===== src/ldi_pkg.sv =====
// ldi_pkg: constants, types and state layout for the dimming input block.
// assumes a 10 MHz core clock; pins reach the block unsynchronised.
package ldi_pkg;

	// ------------------------------------------------------------
	// timing
	// ------------------------------------------------------------
	localparam int CLK_PERIOD_NS = 100;
	localparam int LOAD_TIME_NS = 400;
	localparam int LOAD_CYC_I = (LOAD_TIME_NS + CLK_PERIOD_NS - 1) / CLK_PERIOD_NS;
	localparam logic [3:0] LOAD_CYC = LOAD_CYC_I[3:0];
	localparam logic [7:0] OSC_DIV_DEF = 8'h04;

	// ------------------------------------------------------------
	// synchroniser bit positions
	// ------------------------------------------------------------
	localparam int SYN_W = 13;
	localparam int IX_D01 = 0;
	localparam int IX_D23 = 1;
	localparam int IX_D4 = 2;
	localparam int IX_D5 = 3;
	localparam int IX_SYNC = 4;
	localparam int IX_FS = 5;
	localparam int IX_EN = 6;
	localparam int IX_RAIL = 7;
	localparam int IX_FAULT = 8;
	localparam int IX_MHI = 9;
	localparam int IX_MLO = 10;
	localparam int IX_SLAVE = 11;
	localparam int IX_EXT = 12;

	// ------------------------------------------------------------
	// register map (byte offsets) and fields
	// ------------------------------------------------------------
	localparam logic [4:0] OFS_STATUS = 5'h00;
	localparam logic [4:0] OFS_CLEAR = 5'h04;
	localparam logic [4:0] OFS_IEN = 5'h08;
	localparam logic [4:0] OFS_CTRL = 5'h0C;
	localparam logic [4:0] OFS_ACTIVE = 5'h10;
	localparam logic [4:0] OFS_INFO = 5'h14;
	localparam int EV_LOAD = 0;
	localparam int EV_FAULT = 1;
	localparam int EV_PRETEST = 2;
	localparam int EV_W = 3;
	localparam int SHIFT_W = 8;
	localparam logic [SHIFT_W-1:0] ACT_RST = 8'h00;

	typedef enum logic [2:0] {
		ST_OFF = 3'b001,
		ST_DECODE = 3'b010,
		ST_RUN = 3'b100
	} ldi_state_e;

	typedef enum logic [1:0] {
		MODE_PWM = 2'b00,
		MODE_SER = 2'b01,
		MODE_DC = 2'b10
	} ldi_mode_e;

	typedef struct packed {
		logic [SYN_W-1:0] s1;
		logic [SYN_W-1:0] s2;
		logic [SYN_W-1:0] s3;
		ldi_state_e state;
		ldi_mode_e mode;
		logic slave;
		logic [7:0] osc_cnt;
		logic half_clk;
		logic turn_on;
		logic [SHIFT_W-1:0] shift;
		logic [SHIFT_W-1:0] act;
		logic [3:0] load_cnt;
		logic load_armed;
		logic [EV_W-1:0] sts;
		logic [EV_W-1:0] ien;
		logic ctrl_off;
		logic [7:0] rdata;
		logic pretest;
		logic fault_drv;
		logic [5:0] ch_en;
	} ldi_st_s;

endpackage


===== src/ldi_core.sv =====
// ldi_core: digital side of a six-channel dimming input interface.
// assumes pin levels arrive asynchronously and the analog front end
// reports mode, rail, fault and clock-source levels as logic inputs.
//
// Overview of operation
// - pwm mode, pair01 input gates ch0 and ch1
// - pwm mode, pair23 input gates ch2 and ch3
// - pwm mode, ch4 input gates channel 4
// - pwm mode, ch5 input gates channel 5
// - serial mode, pair01 pin is serial data
// - serial mode, pair23 pin is serial clock
// - host pulls load pin low; data latched
// - device holds load pin low while loading
// - cascade clock is half the internal clock
// - turn-on output changes at cascade clock rise
// - pwm slave uses sync input for pretest
// - fault flag pulled low on open string
// - enable floats high runs, grounded disables
// - external clock on freq pin replaces oscillator
// - mode pin picks pwm, serial or dc
// - rail sense tied high makes a slave
//
// Added by the designer: strobed register access and the register offsets.
`timescale 1ns/1ns
module ldi_core
	import ldi_pkg::*;
#(
	parameter logic [7:0] OSC_DIV = OSC_DIV_DEF
) (
	input wire logic clk_in,
	input wire logic rst_n_in,
	input wire logic pair01_gate_serdata_pin_in,
	input wire logic pair23_gate_serclk_pin_in,
	input wire logic ch4_gate_load_pin_in,
	output logic ch4_gate_load_pin_out,
	output logic ch4_gate_load_pin_oe_n_out,
	input wire logic ch5_gate_pin_in,
	input wire logic osc_freq_set_pin_in,
	input wire logic ext_clk_sel_in,
	input wire logic enable_pin_in,
	input wire logic mode_at_vcc_in,
	input wire logic mode_at_gnd_in,
	input wire logic rail_sense_input_in,
	input wire logic rail_ok_in,
	input wire logic open_string_in,
	input wire logic cascade_sync_pin_in,
	output logic cascade_sync_pin_out,
	output logic cascade_sync_pin_oe_n_out,
	output logic cascade_half_rate_clock_out,
	output logic fault_flag_out,
	output logic fault_flag_oe_n_out,
	output logic [5:0] ch_en_out,
	output logic pretest_start_out,
	input wire logic [4:0] addr_in,
	input wire logic [7:0] wdata_in,
	input wire logic wr_in,
	input wire logic rd_in,
	output logic [7:0] rdata_out,
	output logic irq_out
);

	// ------------------------------------------------------------
	// helpers
	// ------------------------------------------------------------
	// rising edge of a synchronised pin: second stage against third
	function automatic logic rise_of(input logic [SYN_W-1:0] now,
		input logic [SYN_W-1:0] prev, input int ix);
		rise_of = now[ix] & ~prev[ix];
	endfunction

	ldi_st_s st_r;
	ldi_st_s st_nxt;
	logic [SYN_W-1:0] pins;
	logic tick;
	logic ser_run;
	logic load_start;
	logic [EV_W-1:0] ev;
	logic [EV_W-1:0] clr;

	// pins gathered so one two-flop chain covers them all
	assign pins = {ext_clk_sel_in, rail_sense_input_in, mode_at_gnd_in, mode_at_vcc_in,
		open_string_in, rail_ok_in, enable_pin_in, osc_freq_set_pin_in,
		cascade_sync_pin_in, ch5_gate_pin_in, ch4_gate_load_pin_in,
		pair23_gate_serclk_pin_in, pair01_gate_serdata_pin_in};

	// ------------------------------------------------------------
	// next-state logic
	// ------------------------------------------------------------
	always_comb begin
		st_nxt = st_r;
		ev = '0;
		clr = '0;
		tick = 1'b0;
		ser_run = 1'b0;
		load_start = 1'b0;

		// synchronisers: s1 feeds only s2
		st_nxt.s1 = pins;
		st_nxt.s2 = st_r.s1;
		st_nxt.s3 = st_r.s2;

		// enable pull-up lives in the pad; low level means disabled
		case (st_r.state)
			ST_OFF: begin
				if (st_r.s2[IX_EN]) begin
					st_nxt.state = ST_DECODE;
				end
			end
			ST_DECODE: begin
				// mode caught once; a moving mode pin must not retarget pins
				if (st_r.s2[IX_MLO]) begin
					st_nxt.mode = MODE_PWM;
				end else if (st_r.s2[IX_MHI]) begin
					st_nxt.mode = MODE_DC;
				end else begin
					st_nxt.mode = MODE_SER;
				end
				st_nxt.slave = st_r.s2[IX_SLAVE];
				st_nxt.state = st_r.s2[IX_EN] ? ST_RUN : ST_OFF;
			end
			ST_RUN: begin
				if (!st_r.s2[IX_EN]) begin
					st_nxt.state = ST_OFF;
				end
			end
			default: begin
				st_nxt.state = ST_OFF;
			end
		endcase

		// internal clock: forced external clock or the divided oscillator
		if (st_r.s2[IX_EXT]) begin
			tick = rise_of(st_r.s2, st_r.s3, IX_FS);
			st_nxt.osc_cnt = 8'h00;
		end else if (st_r.osc_cnt >= OSC_DIV - 8'h01) begin
			tick = 1'b1;
			st_nxt.osc_cnt = 8'h00;
		end else begin
			st_nxt.osc_cnt = st_r.osc_cnt + 8'h01;
		end

		// cascade clock toggles once per internal tick
		if (tick) begin
			st_nxt.half_clk = ~st_r.half_clk;
			if (!st_r.half_clk) begin
				// only moves on the cascade clock rise so slaves sample clean
				st_nxt.turn_on = (st_r.state == ST_RUN) && st_r.s2[IX_RAIL]
					&& !st_r.ctrl_off;
			end
		end

		// serial shift path
		ser_run = (st_r.state == ST_RUN) && (st_r.mode == MODE_SER);
		if (ser_run && rise_of(st_r.s2, st_r.s3, IX_D23)) begin
			st_nxt.shift = {st_r.shift[SHIFT_W-2:0], st_r.s2[IX_D01]};
		end

		// load: arm only after the pin is seen high again, since our own
		// drive keeps the synchronised pin low for a few cycles afterwards
		load_start = ser_run && st_r.load_armed && (st_r.load_cnt == 4'h0)
			&& !st_r.s2[IX_D4];
		if (load_start) begin
			st_nxt.act = st_r.shift;
			st_nxt.load_cnt = LOAD_CYC;
			st_nxt.load_armed = 1'b0;
			ev[EV_LOAD] = 1'b1;
		end else if (st_r.load_cnt != 4'h0) begin
			st_nxt.load_cnt = st_r.load_cnt - 4'h1;
		end else if (st_r.s2[IX_D4]) begin
			st_nxt.load_armed = 1'b1;
		end

		// slave in pwm mode takes the sync line as pretest timing
		st_nxt.pretest = (st_r.state == ST_RUN) && (st_r.mode == MODE_PWM)
			&& st_r.slave && rise_of(st_r.s2, st_r.s3, IX_SYNC);
		ev[EV_PRETEST] = st_nxt.pretest;

		// fault flag follows the open-string detector
		st_nxt.fault_drv = st_r.s2[IX_FAULT];
		ev[EV_FAULT] = rise_of(st_r.s2, st_r.s3, IX_FAULT);

		// channel gates; dc duty conversion sits outside this block
		st_nxt.ch_en = 6'h00;
		if (st_r.state == ST_RUN && !st_r.ctrl_off) begin
			if (st_r.mode == MODE_PWM) begin
				st_nxt.ch_en[1:0] = {2{st_r.s2[IX_D01]}};
				st_nxt.ch_en[3:2] = {2{st_r.s2[IX_D23]}};
				st_nxt.ch_en[4] = st_r.s2[IX_D4];
				st_nxt.ch_en[5] = st_r.s2[IX_D5];
			end else if (st_r.mode == MODE_SER) begin
				st_nxt.ch_en = st_r.act[5:0];
			end
		end

		// register writes
		if (wr_in) begin
			case (addr_in)
				OFS_CLEAR: clr = wdata_in[EV_W-1:0];
				OFS_IEN: st_nxt.ien = wdata_in[EV_W-1:0];
				OFS_CTRL: st_nxt.ctrl_off = wdata_in[0];
				default: ;
			endcase
		end
		// a set in the clearing cycle survives
		st_nxt.sts = (st_r.sts & ~clr) | ev;

		// read data stands for the one cycle after the strobe only
		st_nxt.rdata = 8'h00;
		if (rd_in) begin
			case (addr_in)
				OFS_STATUS: st_nxt.rdata = {5'h00, st_r.sts};
				OFS_IEN: st_nxt.rdata = {5'h00, st_r.ien};
				OFS_CTRL: st_nxt.rdata = {7'h00, st_r.ctrl_off};
				OFS_ACTIVE: st_nxt.rdata = st_r.act;
				OFS_INFO: st_nxt.rdata = {st_r.slave, st_r.mode, st_r.state, 2'h0};
				default: st_nxt.rdata = 8'h00;
			endcase
		end
	end

	// ------------------------------------------------------------
	// state register
	// ------------------------------------------------------------
	always_ff @(posedge clk_in or negedge rst_n_in) begin
		if (!rst_n_in) begin
			st_r <= '{s1: '0, s2: '0, s3: '0, state: ST_OFF, mode: MODE_PWM,
				slave: 1'b0, osc_cnt: 8'h00, half_clk: 1'b0, turn_on: 1'b0,
				shift: ACT_RST, act: ACT_RST, load_cnt: 4'h0, load_armed: 1'b0,
				sts: '0, ien: '0, ctrl_off: 1'b0, rdata: 8'h00, pretest: 1'b0,
				fault_drv: 1'b0, ch_en: 6'h00};
		end else begin
			st_r <= st_nxt;
		end
	end

	// ------------------------------------------------------------
	// outputs
	// ------------------------------------------------------------
	// load pin: open-drain style, driven low only during a load
	assign ch4_gate_load_pin_out = 1'b0;
	assign ch4_gate_load_pin_oe_n_out = (st_r.load_cnt == 4'h0);
	// sync line is an input on a slave, the turn-on output on a master
	assign cascade_sync_pin_out = st_r.turn_on;
	assign cascade_sync_pin_oe_n_out = st_r.slave;
	assign cascade_half_rate_clock_out = st_r.half_clk;
	assign fault_flag_out = 1'b0;
	assign fault_flag_oe_n_out = ~st_r.fault_drv;
	assign ch_en_out = st_r.ch_en;
	assign pretest_start_out = st_r.pretest;
	assign rdata_out = st_r.rdata;
	// irq is built from registers only, so it cannot glitch between edges
	assign irq_out = |(st_r.sts & st_r.ien);
endmodule


===== config.mk =====
export PLATFORM = sky130hd
export DESIGN_NAME = ldi_core
export DESIGN_NICKNAME = d
export VERILOG_FILES = /design/src/ldi_pkg.sv /design/src/ldi_core.sv
export SDC_FILE = /design/constraint.sdc
export NUM_CORES = 1
export LEC_CHECK = 0
export ABC_CLOCK_PERIOD_IN_PS = 3400
export BUFFER_PORTS_ARGS = -buffer_cell sky130_fd_sc_hd__buf_2
export CORE_AREA = 2 2 103 105
export CTS_CLUSTER_DIAMETER = 60
export DETAILED_ROUTE_END_ITERATION = 10
export DIE_AREA = 0 0 105 107
export SETUP_SLACK_MARGIN = 0.15
export SKIP_CTS_REPAIR_TIMING = 1
export SYNTH_ARGS = -nofsm -noshare
export SYNTH_HDL_FRONTEND = slang
export SYNTH_SLANG_ARGS = --single-unit

===== constraint.sdc =====
create_clock -name clk_in -period 3.4 [get_ports clk_in]
set_clock_uncertainty 0.2 [all_clocks]
set_input_delay 0.17 -clock clk_in [delete_from_list [all_inputs] [get_ports clk_in]]
set_output_delay 0.17 -clock clk_in [all_outputs]
set_load 0.02 [all_outputs]

==> summary.md <==
| Metric | Value |
|---|---|
| Outcome | `finished, violations left` |
| Failing checks | `hold timing` |
| Total length of routed wires | `6180 µm` |
| GRT Total Usage | `11.9%` |
| Switching Power | `0.000671 W` |
| WHS | `-0.00337 ns` |
| GP Congestion | `0.828` |
| Crit path cell chain | `inv_1 > ha_1 > or3b_2 > inv_2 > nand4_4 > mux2_1` |
| Critical Path Sink Type | `flop` |
| CP Max Fanout | `9` |
| Final Hold Fails | `1` |
| Post-place setup slack | `1.17 ns` |
| Crit path required time | `3.43 ns` |
| Post-route ant nets | `0` |
| Combinational family with the most area after synthesis | `simple AND/OR/NAND/NOR gates` |
| Largest net degree at the start of global routing | `41` |
| Synth area leader | `dfrtp_1` |
| Mean post-synth cell area | `roughly 14 µm²` |
| Simple-gate share of the synthesized area | `12.9%` |
| Worst slew margin | `49.8%` |
| Post-synthesis compound-gate area fraction | `5.09%` |
| Die Span X | `105 µm` |
| YS warnings | `0` |
| Slowest CP cell | `or3b_2` |
| Rows | `37` |
| Clock slew at reported path FFs | `0.08 ns` |
| CTS root buf | `clkbuf_8` |
| Final setup violation count | `0` |
| Via density | `about 4.6` |
| TritonCTS buffer count | `9` |
| Peak VDD IR | `roughly 0.30 mV` |
| Diodes inserted | `0` |
| CTS tree | `done` |
| Core area | `0.0101 mm²` |
| Combinational power share | `between 10% and 20%` |
| Setup CP Type | `reg -> reg` |
| Synth top area cells | `dfrtp_1 (64%), mux2_2 (8.2%), buf_4 (3.5%)` |
| Max-slew violations | `0` |
| Final setup TNS | `0 ns` |
| IO Count | `between 50 and 60` |
| CP Launch Type | `flop` |
| Initial antenna violation count | `0` |
| Worst slew pin tran | `0.751 ns` |
| P_leak | `~2.0 nW` |
| Clock latency on the worst-skew pair | `0.36 ns` |
| Most frequent cells in the layout | `dfrtp_1 (88), buf_2 (44), mux2_2 (25)` |
| CP peak stage delay | `0.51 ns` |
| Initial DRC count | `65` |
| Met1 Usage GRT | `between 10% and 20%` |
| Post-Synth XOR/XNOR Area | `1.02%` |
| Post-Syn Area | `between 0.003 and 0.004 mm²` |
| Die area | `approximately 0.011 mm²` |
| Worst Hold Class | `in -> reg` |
| Synth Register Bits | `89` |
| Top-area cell type share of the netlist area | `~64%` |
| Area delta synth->final | `20.0%` |
| Most common cell after layout, fill and taps aside | `dfrtp_1` |
| EDFF count, synth | `0` |
| Max clock buf depth | `2` |
| Internal Power | `0.00171 W` |
| DP HPWL | `4130 µm` |
| RSZ-0062 raised after global routing | `no` |
| Post-synth ARST share | `100%` |
| CP Data Arrival Time | `between 2 and 2.5 ns` |
| Share of layout cells above drive strength 1 | `31.2%` |
| Max Cap Viol | `0` |
| Post-layout min period | `2.25 ns` |
| Layout net count | `345` |
| Global-route wire length before repair | `10300 µm` |
| Synth cell types | `52` |
| Vias in the first global route | `between 2000 and 2500` |
| Synth Instances | `249` |
| # fillers | `a little under 1000` |
| Total gr overflow | `0` |
| Seq/Total Area, Yosys | `64.8%` |
| F_max | `approximately 450 MHz` |
| Initial Util | `34.1%` |
| Post-route clock period utilization | `66.0%` |
| Drt first pass iters | `5` |
| DRC Markers | `0` |
| H-tree levels | `3` |
| Post-synthesis adder-cell area fraction | `~1.1%` |
| Sw frac | `between 20 and 30%` |
| Via count | `between 2000 and 2500` |
| WL per Instance | `13.6 µm` |
| Setup WS post-layout | `1.15 ns` |
| Pwr/cell area | `578 mW/mm²` |
| CTS Sinks | `a little under 90` |
| Register share of total power | `53.6%` |
| Met2 Usage GRT | `a little under a fifth` |
| Top Usage Layer GRT | `met2` |
| Clk pwr share | `a little under a third` |
| Port bufs | `45` |
| Top FF cell, synth | `dfrtp_1` |
| Mux cell area share after synthesis | `a little under a tenth` |
| Die Y | `around 110 µm` |
| Met3 usage | `3.34%` |
critical path: cells and delay by family (launching register included):
| kind | cells | cell delay (ns) |
|---|---|---|
| simple gates | 2 | 0.72 |
| mux | 1 | 0.39 |
| flops | 1 | 0.38 |
| buf+inv | 2 | 0.24 |
| fa+ha+maj | 1 | 0.19 |
registers in the layout, indices dropped and copies added (netlist names):
signal and cells:
cascade_half_rate_clock_out 1, cascade_sync_pin_oe_n_out 1, cascade_sync_pin_out 1, ch_en_out 6
pretest_start_out 1, rdata_out 8, st_nxt 26, st_r 45
power groups by stage:
stage / Clock, W / Sequential (W) / Combinational (W)
2_1_floorplan: 0 / 0.00124 / 0.000287
3_3_place_gp: 0 / 0.00129 / 0.000320
3_5_place_dp: 0 / 0.00130 / 0.000333
4_1_cts: 0.000789 / 0.00128 / 0.000336
5_1_grt: 0.000834 / 0.00129 / 0.000388
6_report: 0.000759 / 0.00128 / 0.000348
Yosys cell counts, drive strengths merged (4+ instances only):
| library cell | count |
|---|---|
| nor3b | 4 |
| nand2b | 4 |
| buf | 19 |
| inv | 7 |
| a21oi | 10 |
| nand3 | 15 |
| nand2 | 9 |
| nand4 | 4 |
| dfrtp | 88 |
| nor2b | 4 |
| mux2 | 27 |
| nor2 | 7 |
metal layers:
metal,share of wire [%],routed length [µm],vias up
li1,-,-,980
met3,4.5,277,10
met1,48,2960,1021
met2,46,2830,54
met5,0,0,-
met4,1.7,106,0
cell type report:
cell class | count | area, µm² | share of cell area, %
inverter | 8 | 30.0 | 0.727
multi-input combinational | 137 | 1040 | 25.3
tap | 136 | 170 | 4.12
sequential | 89 | 2230 | 54.0
clock inverter | 5 | 60.1 | 1.45
clock buffer | 11 | 151 | 3.67
timing repair buffer | 67 | 443 | 10.7
through the flow:
| stage | cell area (µm²) | hold slack, ns | utilization, % | std cells | total power [W] |
|---|---|---|---|---|---|
| finish | 4130 | -0.00337 | 40.9 | 453 | 0.00238 |
| global route | 4130 | 0.0166 | 40.9 | 453 | 0.00252 |
| CTS | 3930 | -0.424 | 38.9 | 433 | 0.00240 |
| detailed placement | 3720 | -0.0229 | 36.8 | 417 | 0.00163 |
| global placement | 3720 | -0.0263 | 36.8 | 417 | 0.00161 |
| floorplan | 3470 | -0.326 | - | 256 | 0.00153 |
cells by family (layout without fill, tap and decap cells):
| family | Yosys count | count (layout) |
|---|---|---|
| AOI/OAI and AO/OA | 27 | 27 |
| xor gates and xnor gates | 4 | 4 |
| adders and majority gates | 3 | 3 |
| buffers and inverters | 30 | 91 |
| DFF | 89 | 89 |
| muxes | 29 | 29 |
| other | 1 | 8 |
| and+or+nand+nor | 66 | 66 |
final timing paths:
kind                                      start  cells after the start                     end  slack (ns)
min                                  addr_in[2]                      3  rdata_out[0]$_DFF_PN0_      -0.003
max in group asynchronous              rst_n_in                      3      st_r[53]$_DFF_PN0_        2.11
max                        st_r[25]$_DFFE_PN0P_                      6    st_r[35]$_DFFE_PN0P_        1.15
min in group asynchronous              rst_n_in                      2    st_nxt[60]$_DFF_PN0_        0.11
min reg2reg                st_nxt[83]$_DFF_PN0_                      0    st_nxt[70]$_DFF_PN0_        0.15
max reg2reg                st_r[25]$_DFFE_PN0P_                      6    st_r[35]$_DFFE_PN0P_        1.15
Power figures use the tool's default switching activity.
